`src/verilog/pts_pkg.sv`:
```
/*
  constants, state enumeration and timeslot numbering for the p4s to
  tug-2 sink adaptation.
  assumes a 200 MHz hclk and a word-wide ahb-lite register port.
*/
package pts_pkg;

  // register byte addresses
  localparam logic [31:0] PTS_ADDR_CTRL   = 32'h0000_0000;
  localparam logic [31:0] PTS_ADDR_STATUS = 32'h0000_0004;

  // control fields and reset values
  localparam int          PTS_CTRL_ACTIVE_BIT = 0;
  localparam logic        PTS_CTRL_ACTIVE_RST = 1'h0;

  // status fields
  localparam int PTS_ST_PLM_DEF   = 0;
  localparam int PTS_ST_LOM_DEF   = 1;
  localparam int PTS_ST_IN_MF     = 2;
  localparam int PTS_ST_PLM_CAUSE = 3;
  localparam int PTS_ST_LOM_CAUSE = 4;
  localparam int PTS_ST_LABEL_LSB = 8;

  // label handling
  localparam logic [2:0]  PTS_LABEL_EXP    = 3'h3;
  localparam logic [2:0]  PTS_LABEL_ACCEPT = 3'h5;
  localparam logic [15:0] PTS_MA_POS       = 16'h0040;

  // multiframe alignment
  localparam logic [2:0]  PTS_MF_GOOD = 3'h4;

  // loss of multiframe time, inside the allowed 1 to 5 ms
  localparam longint PTS_LOM_TIME_US   = 64'd3000;
  localparam longint PTS_CLK_PERIOD_PS = 64'd5000;
  localparam int unsigned PTS_LOM_CYCLES =
    32'(PTS_LOM_TIME_US * 64'd1000000 / PTS_CLK_PERIOD_PS);

  // ahb transfer type bit that marks an active transfer
  localparam int PTS_HTRANS_ACTIVE_BIT = 1;

  // tu numbering: l = 1..20, m = 0 for tu-2 and 1..3 for tu-12
  localparam int PTS_TU_L_MAX = 20;
  localparam int PTS_TU_M_MAX = 3;
  localparam int PTS_TU_SLOTS = PTS_TU_L_MAX * (PTS_TU_M_MAX + 1);

  typedef enum logic [0:0] {
    PTS_OOM = 1'h0,
    PTS_IM  = 1'h1
  } pts_mf_type;

  function automatic int pts_tu_slot(input int l, input int m);
    return (l - 1) * (PTS_TU_M_MAX + 1) + m;
  endfunction : pts_tu_slot

endpackage : pts_pkg

```
`src/verilog/pts_tug2_if.sv`:
```
/*
  carrier between the adaptation stage and the tug-2 termination stage.
  assumes both ends run on hclk.
*/
`timescale 1ns/1ps
interface pts_tug2_if;
  logic d;
  logic ck;
  logic fs;
  logic mfs;
  logic ssf;

  modport adapt (output d, output ck, output fs, output mfs, output ssf);
  modport term  (input  d, input  ck, input  fs, input  mfs, input  ssf);
endinterface : pts_tug2_if

```
`src/verilog/pts_adapt_sink.sv`:
```
/*
  p4s to tug-2 sink adaptation: label check, multiframe alignment,
  defects, fault causes, server fail and an ahb-lite register port.
  assumes the p4s clock, data, frame start and trail fail arrive from
  another domain and are far slower than hclk.
*/
// Notes on behaviour
// - accepted label bits 3-5 compared with 011
// - mismatch defect from accepted label comparison
// - recover 500 us phase from bits 6-7
// - single sequence error drops to out-of-multiframe
// - in-multiframe after four error-free frames
// - inactive: server fail high, status suppressed
// - loss defect after fixed time out-of-multiframe
// - loss defect clears on re-entering in-multiframe
// - server fail from mismatch or loss defect
// - mismatch cause: defect and no trail fail
// - loss cause: loss, no trail fail, no mismatch
// - sinks addressed by l 1-20, m 0-3
// - several sinks may read one timeslot
`timescale 1ns/1ps
module pts_adapt_sink
  import pts_pkg::*;
#(
  parameter int unsigned LOM_CYCLES = PTS_LOM_CYCLES,
  parameter logic [15:0] MA_POS     = PTS_MA_POS
) (
  // system
  input  wire logic                    hclk,
  input  wire logic                    hresetn,
  // ahb-lite slave
  input  wire logic                    hsel,
  input  wire logic [31:0]             haddr,
  input  wire logic [1:0]              htrans,
  input  wire logic                    hwrite,
  input  wire logic [2:0]              hsize,
  input  wire logic [31:0]             hwdata,
  input  wire logic                    hready,
  output logic [31:0]                  hrdata,
  output logic                         hreadyout,
  output logic                         hresp,
  // p4s path side, asynchronous to hclk
  input  wire logic                    p4s_clk,
  input  wire logic                    p4s_data,
  input  wire logic                    p4s_fs,
  input  wire logic                    trail_fail_in,
  // tug-2 side
  output logic                         tug2_data,
  output logic                         tug2_clk,
  output logic                         tug2_fs,
  output logic                         multiframe_start_out,
  output logic                         server_fail_out,
  output logic                         trail_fail_action,
  output logic [PTS_TU_SLOTS-1:0]      tu_trail_fail,
  // management
  output logic                         payload_mismatch_cause,
  output logic                         multiframe_loss_cause
);

  localparam int              LW       = $clog2(LOM_CYCLES + 1);
  localparam logic [LW-1:0]   LOM_LAST = LW'(LOM_CYCLES - 1);
  localparam logic [15:0]     MA_LAST  = MA_POS + 16'h0007;

  typedef struct packed {
    logic        ck_s1;
    logic        ck_s2;
    logic        ck_prev;
    logic        d_s1;
    logic        d_s2;
    logic        fs_s1;
    logic        fs_s2;
    logic        tsf_s1;
    logic        tsf_s2;
    logic [15:0] bit_cnt;
    logic [7:0]  ma_sh;
    logic [2:0]  lbl_cand;
    logic [2:0]  lbl_cnt;
    logic [2:0]  lbl_acc;
    logic        plm;
    logic [1:0]  mf_exp;
    logic [2:0]  good_cnt;
    pts_mf_type  mf_state;
    logic [LW-1:0] lom_cnt;
    logic        lom;
    logic        fwd_d;
    logic        fwd_ck;
    logic        fwd_fs;
    logic        mfs;
    logic        ssf;
    logic        plm_c;
    logic        lom_c;
    logic        active;
    logic        wr_pend;
    logic [31:0] wr_addr;
    logic [31:0] rdata;
    logic        ready;
    logic        resp;
  } pts_state_type;

  localparam pts_state_type RESET_STATE = '{
    lbl_cand:  PTS_LABEL_EXP,
    lbl_acc:   PTS_LABEL_EXP,
    mf_state:  PTS_OOM,
    ssf:       1'h1,
    active:    PTS_CTRL_ACTIVE_RST,
    ready:     1'h1,
    default:   '0
  };

  pts_state_type state_reg;
  pts_state_type state_next;

  logic        link_rise;
  logic        ma_done;
  logic [7:0]  ma_byte;
  logic [1:0]  ma_code;
  logic [2:0]  ma_label;
  logic        take;

  pts_tug2_if link_if ();

  always_comb begin
    state_next = state_reg;
    // link inputs: the first stage feeds only the second
    state_next.ck_s1   = p4s_clk;
    state_next.ck_s2   = state_reg.ck_s1;
    state_next.ck_prev = state_reg.ck_s2;
    state_next.d_s1    = p4s_data;
    state_next.d_s2    = state_reg.d_s1;
    state_next.fs_s1   = p4s_fs;
    state_next.fs_s2   = state_reg.fs_s1;
    state_next.tsf_s1  = trail_fail_in;
    state_next.tsf_s2  = state_reg.tsf_s1;
    link_rise = state_reg.ck_s2 & ~state_reg.ck_prev;

    // stream forwarded with equal delay on all three
    state_next.fwd_d  = state_reg.d_s2;
    state_next.fwd_ck = state_reg.ck_s2;
    state_next.fwd_fs = state_reg.fs_s2;

    // bit position within the frame and label byte capture
    ma_done   = 1'h0;
    ma_byte   = {state_reg.ma_sh[6:0], state_reg.d_s2};
    ma_code   = ma_byte[2:1];
    ma_label  = ma_byte[5:3];
    state_next.mfs = 1'h0;
    if (link_rise) begin
      state_next.bit_cnt = state_reg.fs_s2 ? 16'h0000
                                           : state_reg.bit_cnt + 16'h0001;
      state_next.ma_sh   = ma_byte;
      ma_done = (state_next.bit_cnt == MA_LAST);
      // pulse at the frame that opens the multiframe
      if (state_reg.fs_s2 && state_reg.mf_state == PTS_IM &&
          state_reg.mf_exp == 2'h0) begin
        state_next.mfs = 1'h1;
      end
    end

    if (ma_done) begin
      // label acceptance: same code in consecutive frames
      if (ma_label == state_reg.lbl_cand) begin
        if (state_reg.lbl_cnt != PTS_LABEL_ACCEPT) begin
          state_next.lbl_cnt = state_reg.lbl_cnt + 3'h1;
        end
        if (state_reg.lbl_cnt == PTS_LABEL_ACCEPT - 3'h1) begin
          state_next.lbl_acc = ma_label;
        end
      end else begin
        state_next.lbl_cand = ma_label;
        state_next.lbl_cnt  = 3'h1;
      end
      // multiframe alignment on the two-bit sequence
      if (ma_code == state_reg.mf_exp) begin
        if (state_reg.good_cnt != PTS_MF_GOOD) begin
          state_next.good_cnt = state_reg.good_cnt + 3'h1;
        end
        if (state_reg.good_cnt == PTS_MF_GOOD - 3'h1) begin
          state_next.mf_state = PTS_IM;
        end
      end else begin
        state_next.mf_state = PTS_OOM;
        state_next.good_cnt = 3'h1;
      end
      state_next.mf_exp = ma_code + 2'h1;
    end

    state_next.plm = (state_next.lbl_acc != PTS_LABEL_EXP);

    // loss timer: runs on hclk so it keeps going if the link stops
    case (state_next.mf_state)
      PTS_IM: begin
        state_next.lom     = 1'h0;
        state_next.lom_cnt = '0;
      end
      PTS_OOM: begin
        if (state_reg.lom_cnt == LOM_LAST) begin
          state_next.lom = 1'h1;
        end else begin
          state_next.lom_cnt = state_reg.lom_cnt + LW'(1);
        end
      end
      default: begin
        state_next.mf_state = PTS_OOM;
      end
    endcase

    // ahb-lite: zero wait states, always okay
    take = hsel & hready & htrans[PTS_HTRANS_ACTIVE_BIT];
    state_next.wr_pend = take & hwrite;
    state_next.wr_addr = haddr;
    state_next.ready   = 1'h1;
    state_next.resp    = 1'h0;
    if (state_reg.wr_pend && state_reg.wr_addr == PTS_ADDR_CTRL) begin
      state_next.active = hwdata[PTS_CTRL_ACTIVE_BIT];
    end

    // consequent action and correlations
    state_next.ssf   = ~state_next.active | state_next.plm |
                       state_next.lom;
    state_next.plm_c = state_next.active & state_next.plm &
                       ~state_next.tsf_s2;
    state_next.lom_c = state_next.active & state_next.lom &
                       ~state_next.tsf_s2 & ~state_next.plm;

    // read data for the next data phase; a write still in its data
    // phase is forwarded so a back-to-back read sees it
    state_next.rdata = 32'h0000_0000;
    if (take && !hwrite) begin
      case (haddr)
        PTS_ADDR_CTRL: begin
          state_next.rdata[PTS_CTRL_ACTIVE_BIT] = state_next.active;
        end
        PTS_ADDR_STATUS: begin
          if (state_reg.active) begin
            state_next.rdata[PTS_ST_PLM_DEF]   = state_reg.plm;
            state_next.rdata[PTS_ST_LOM_DEF]   = state_reg.lom;
            state_next.rdata[PTS_ST_IN_MF]     =
              (state_reg.mf_state == PTS_IM);
            state_next.rdata[PTS_ST_PLM_CAUSE] = state_reg.plm_c;
            state_next.rdata[PTS_ST_LOM_CAUSE] = state_reg.lom_c;
            state_next.rdata[PTS_ST_LABEL_LSB +: 3] = state_reg.lbl_acc;
          end
        end
        default: begin
          state_next.rdata = 32'h0000_0000;
        end
      endcase
    end
  end

  always_ff @(posedge hclk or negedge hresetn) begin
    if (!hresetn) begin
      state_reg <= RESET_STATE;
    end else begin
      state_reg <= state_next;
    end
  end

  assign link_if.d   = state_reg.fwd_d;
  assign link_if.ck  = state_reg.fwd_ck;
  assign link_if.fs  = state_reg.fwd_fs;
  assign link_if.mfs = state_reg.mfs;
  assign link_if.ssf = state_reg.ssf;

  pts_tug2_term u_term (
    .hclk                 (hclk),
    .hresetn              (hresetn),
    .up                   (link_if.term),
    .tug2_data            (tug2_data),
    .tug2_clk             (tug2_clk),
    .tug2_fs              (tug2_fs),
    .multiframe_start_out (multiframe_start_out),
    .trail_fail_action    (trail_fail_action),
    .tu_trail_fail        (tu_trail_fail)
  );

  assign hrdata                 = state_reg.rdata;
  assign hreadyout              = state_reg.ready;
  assign hresp                  = state_reg.resp;
  assign server_fail_out        = state_reg.ssf;
  assign payload_mismatch_cause = state_reg.plm_c;
  assign multiframe_loss_cause  = state_reg.lom_c;
endmodule : pts_adapt_sink

```
`src/verilog/pts_tug2_term.sv`:
```
/*
  tug-2 termination stage: turns server fail into trail fail, fans that
  out to every lower-order sink timeslot and passes the stream through.
  assumes the adaptation stage drives the carrier from flip-flops.
*/
`timescale 1ns/1ps
module pts_tug2_term
  import pts_pkg::*;
(
  // system
  input  wire logic                    hclk,
  input  wire logic                    hresetn,
  // from the adaptation stage
  pts_tug2_if.term                     up,
  // toward the lower-order sinks
  output logic                         tug2_data,
  output logic                         tug2_clk,
  output logic                         tug2_fs,
  output logic                         multiframe_start_out,
  output logic                         trail_fail_action,
  output logic [PTS_TU_SLOTS-1:0]      tu_trail_fail
);

  typedef struct packed {
    logic                    d;
    logic                    ck;
    logic                    fs;
    logic                    mfs;
    logic                    tsf;
    logic [PTS_TU_SLOTS-1:0] tu_fail;
  } pts_term_type;

  pts_term_type t_reg;
  pts_term_type t_next;

  always_comb begin
    t_next     = t_reg;
    t_next.d   = up.d;
    t_next.ck  = up.ck;
    t_next.fs  = up.fs;
    t_next.mfs = up.mfs;
    t_next.tsf = up.ssf;
    // every sink sees the same slot at once, no arbitration
    for (int l = 1; l <= PTS_TU_L_MAX; l++) begin
      for (int m = 0; m <= PTS_TU_M_MAX; m++) begin
        t_next.tu_fail[pts_tu_slot(l, m)] = up.ssf;
      end
    end
  end

  always_ff @(posedge hclk or negedge hresetn) begin
    if (!hresetn) begin
      t_reg <= '{tsf: 1'h1, tu_fail: '1, default: '0};
    end else begin
      t_reg <= t_next;
    end
  end

  assign tug2_data            = t_reg.d;
  assign tug2_clk             = t_reg.ck;
  assign tug2_fs              = t_reg.fs;
  assign multiframe_start_out = t_reg.mfs;
  assign trail_fail_action    = t_reg.tsf;
  assign tu_trail_fail        = t_reg.tu_fail;
endmodule : pts_tug2_term
```
`config.mk`:
```
export PLATFORM = sky130hd
export DESIGN_NAME = pts_adapt_sink
export DESIGN_NICKNAME = d
export VERILOG_FILES = /design/src/verilog/pts_pkg.sv /design/src/verilog/pts_tug2_if.sv /design/src/verilog/pts_adapt_sink.sv /design/src/verilog/pts_tug2_term.sv
export SDC_FILE = /design/constraint.sdc
export NUM_CORES = 1
export LEC_CHECK = 0
export ABC_AREA = 1
export BUFFER_PORTS_ARGS = -buffer_cell sky130_fd_sc_hd__buf_2
export CAP_MARGIN = 20
export CORE_MARGIN = 1.5
export CORE_UTILIZATION = 50
export CTS_CLUSTER_DIAMETER = 150
export CTS_CLUSTER_SIZE = 8
export DETAILED_ROUTE_END_ITERATION = 8
export GPL_TIMING_DRIVEN = 0
export PLACE_DENSITY_LB_ADDON = 0.3
export REMOVE_ABC_BUFFERS = 1
export SLEW_MARGIN = 20
export SYNTH_ARGS = -nofsm -noshare
export SYNTH_HDL_FRONTEND = slang
export SYNTH_SLANG_ARGS = --single-unit
```
`constraint.sdc`:
```
create_clock -name hclk -period 6.1 [get_ports hclk]
set_input_delay 0.915 -clock hclk [delete_from_list [all_inputs] [get_ports hclk]]
set_output_delay 0.915 -clock hclk [all_outputs]
set_load 0.05 [all_outputs]
```
==> metrics.md <==
| Metric | Value |
|---|---|
| Status | `complete, no violations` |
| Vias/cell | `4.65` |
| Root buf cell | `clkbuf_16` |
| Worst Path Required | `5180 ps` |
| Commonest cells in the netlist | `nand2_1, buf_4, dfrtp_1` |
| Crit-path max cell delay | `1100 ps` |
| Nets | `843` |
| Initial antenna violation count | `0` |
| R2r endpoint | `state_reg[90]` |
| Yosys cell types | `43` |
| CP Cell Sequence | `buf_2` |
| Post-Syn Area | `0.00623 mm2` |
| Final Cycle Share | `0.467` |
| Type of the worst min-delay path | `flip-flop to flip-flop` |
| Most used flip-flop cell after synthesis | `dfrtp_1` |
| Crit path kind | `flip-flop to output port` |
| RSZ-0062 raised after global routing | `false` |
| Final Instance Count excl. Fillers | `938` |
| Hold buffers post-CTS | `0` |
| Startpoint types | `flip-flop` |
| Clock sink count | `119` |
| Power Density | `288 mW/mm2` |
| Worst path bufs/invs | `1` |
| Largest net degree at the start of global routing | `82` |
| Worst slew pin tran | `865 ps` |
| Slew HR | `0.423` |
| Global-route wire length before repair | `18900 um` |
| Final Instance Area | `0.00700 mm2` |
| Drt wl/cell | `12.2 um` |
| Post-Syn Instances | `697` |
| Hpwl dp | `8460 um` |
| Die ar. | `0.0131 mm2` |
| Final antenna-violating net count | `0` |
| Share of the synthesized area in the top cell type | `0.454` |
| Placed cells | `906` |
| Post-CTS setup buffers | `0` |
| P_leak | `0.00335 uW` |
| Clk_lat worst skew | `410 ps` |
| GRT Resource Usage Total | `0.184` |
| N_diodes | `0` |
| Worst hold endpoint | `ma_byte[0]` |
| PortBufs | `138` |
| RR Startpoint | `link_if.ck` |
| Cell Area, Placed | `0.00635 mm2` |
| Yosys warning count | `0` |
| Post-synth EDFFs | `0` |
| Initial drt markers | `235` |
| Crit path from | `u_term.trail_fail_action` |
| Die X | `115 um` |
| Final WL | `11400 um` |
| Share of layout cells above drive strength 1 | `0.292` |
| Crit-path leading delay family | `flip-flops` |
| VDD IR-drop max | `0.137 mV` |
| TritonCTS clock tree | `built` |
| Minimum clock period | `2850 ps` |
| P&R area growth vs syn | `12.4%` |
| Final Setup Violations | `0` |
| H-tree Lvls | `4` |
| Worst setup EP type | `output port` |
| #FFs+latches synth | `119` |
| Design Power | `2020 uW` |
| Max-slew violation count | `0` |
| Avg Cell Area, Syn | `8.94 um2` |
| Fin. Hold Viols | `0` |
| Top cells by area, synth | `dfrtp_1, buf_4, nand2_1` |
| Reg2Reg Setup Slack | `3580 ps` |
| CTS resizes | `0` |
| Worst R2R Path Depth | `14` |
| Vias in the first global route | `4203` |
| Cell with the most instances after synthesis | `nand2_1` |
| Cell taking the most area after synthesis | `dfrtp_1` |
| Initial Util | `0.516` |
| Critical Path AT | `1940 ps` |
| Gr ovfl total | `0` |
| Clk buf depth | `2` |
| CORE AREA | `0.0121 mm2` |
| DRC | `0` |
| Max stage delay cell, worst path | `dfstp_2` |
| Seq/Total Area, Yosys | `0.479` |
| Max FFs per register | `87` |
| Clock-pin slew on the worst setup and hold paths | `60 ps` |
| Fmax | `351 MHz` |
| Place WS | `3150 ps` |
| # IOs | `200` |
| 1st-pass router iterations | `4` |
| Vias | `4366` |
| Synth async-reset ratio | `1.00` |
| Hold path start | `state_next[140]` |
| Die Y | `115 um` |
| Setup Skew | `9.44 ps` |
| Number of buffers created by CTS | `17` |
| Core Rows | `40` |
| Critical path fanouts, max | `81` |
| Routability congestion estimate | `0.840` |
| Final Util | `0.580` |
| WHS Path Cells | `0` |
| MaxCap Viol Count | `0` |
| Final worst slack | `3250 ps` |
## logic make-up (layout without fill, tap and decap cells)
family	Yosys count	in the layout	synth area share
xor gates and xnor gates	14	14	0.0197
and+or+nand+nor	310	310	0.250
buffers and inverters	192	241	0.188
other	2	26	0.00121
DFF	119	119	0.479
AOI/OAI and AO/OA	52	52	0.0458
adders and majority gates	8	8	0.0161
## worst reg2reg max path, cell delays in order (launching register included)
cell	delay [ps]
dfrtp_1	370
inv_1	60
nand2_2	340
inv_1	360
nand3_1	110
nor2_1	130
nand3_2	90
nor2_1	100
nand3_1	100
nor2_2	150
nand3_1	100
nand2_2	90
nand2_4	90
inv_6	220
nor3_1	80
## power breakdown
part | internal [uW] | switching (uW)
Clock | 709 | 362
Combinational | 28.5 | 88.7
Sequential | 814 | 16.9
Total | 1550 | 467
## metal layers
metal	global-route usage	share of wire	up-vias
met5	0	0	-
met4	0.0858	0.021	0
met3	0.0519	0.046	23
met2	0.301	0.49	109
met1	0.226	0.44	2030
li1	-	-	2204
## metrics by stage
stage / TNS [ps] / hold slack [ps]
2_1_floorplan: -709450 / 331
3_3_place_gp: 0 / 332
3_5_place_dp: 0 / 336
4_1_cts: 0 / 353
5_1_grt: 0 / 361
6_report: 0 / 350
## final cells by class
type / instances / area [um2]
repair buffers: 139 / 724
fillers: 1051 / 5060
clock buffers: 19 / 453
inverters: 70 / 270
clock inverters: 13 / 193
flip-flops and latches: 119 / 2990
multi-input cells: 410 / 2160
well taps: 168 / 210
## worst max path at each step
| stage | end | slack, ps | depth (start not counted) |
|---|---|---|---|
| after detailed placement | state_reg[90] | 3150 | 14 |
| final | tu_trail_fail[69] | 3250 | 1 |
| after floorplan | trail_fail_action | -8760 | 0 |
| after global routing | tu_trail_fail[50] | 3080 | 1 |
| after CTS | state_reg[90] | 3150 | 14 |
| after global placement | state_reg[94] | 2730 | 1 |
## placed cells by master, fill, tap and decap left out, drive strengths merged
cell	n
dfrtp	113
a21boi	1
buf	139
o21ai	35
nor3b	1
conb	26
or2	9
nand2	130
inv	70
o31ai	3
bufinv	4
xor2	5
nor3	5
a21o	1
nand4	20
ha	8
a21oi	6
dfstp	6
nand3	44
clkinvlp	2
clkbuf	19
nor4	12
xnor2	9
or4	1
o21bai	4
nor4b	1
and3	2
or3	1
nor2	83
and2	1
clkinv	7
o22ai	2
Note: power is estimated with default switching activity, not from simulation.
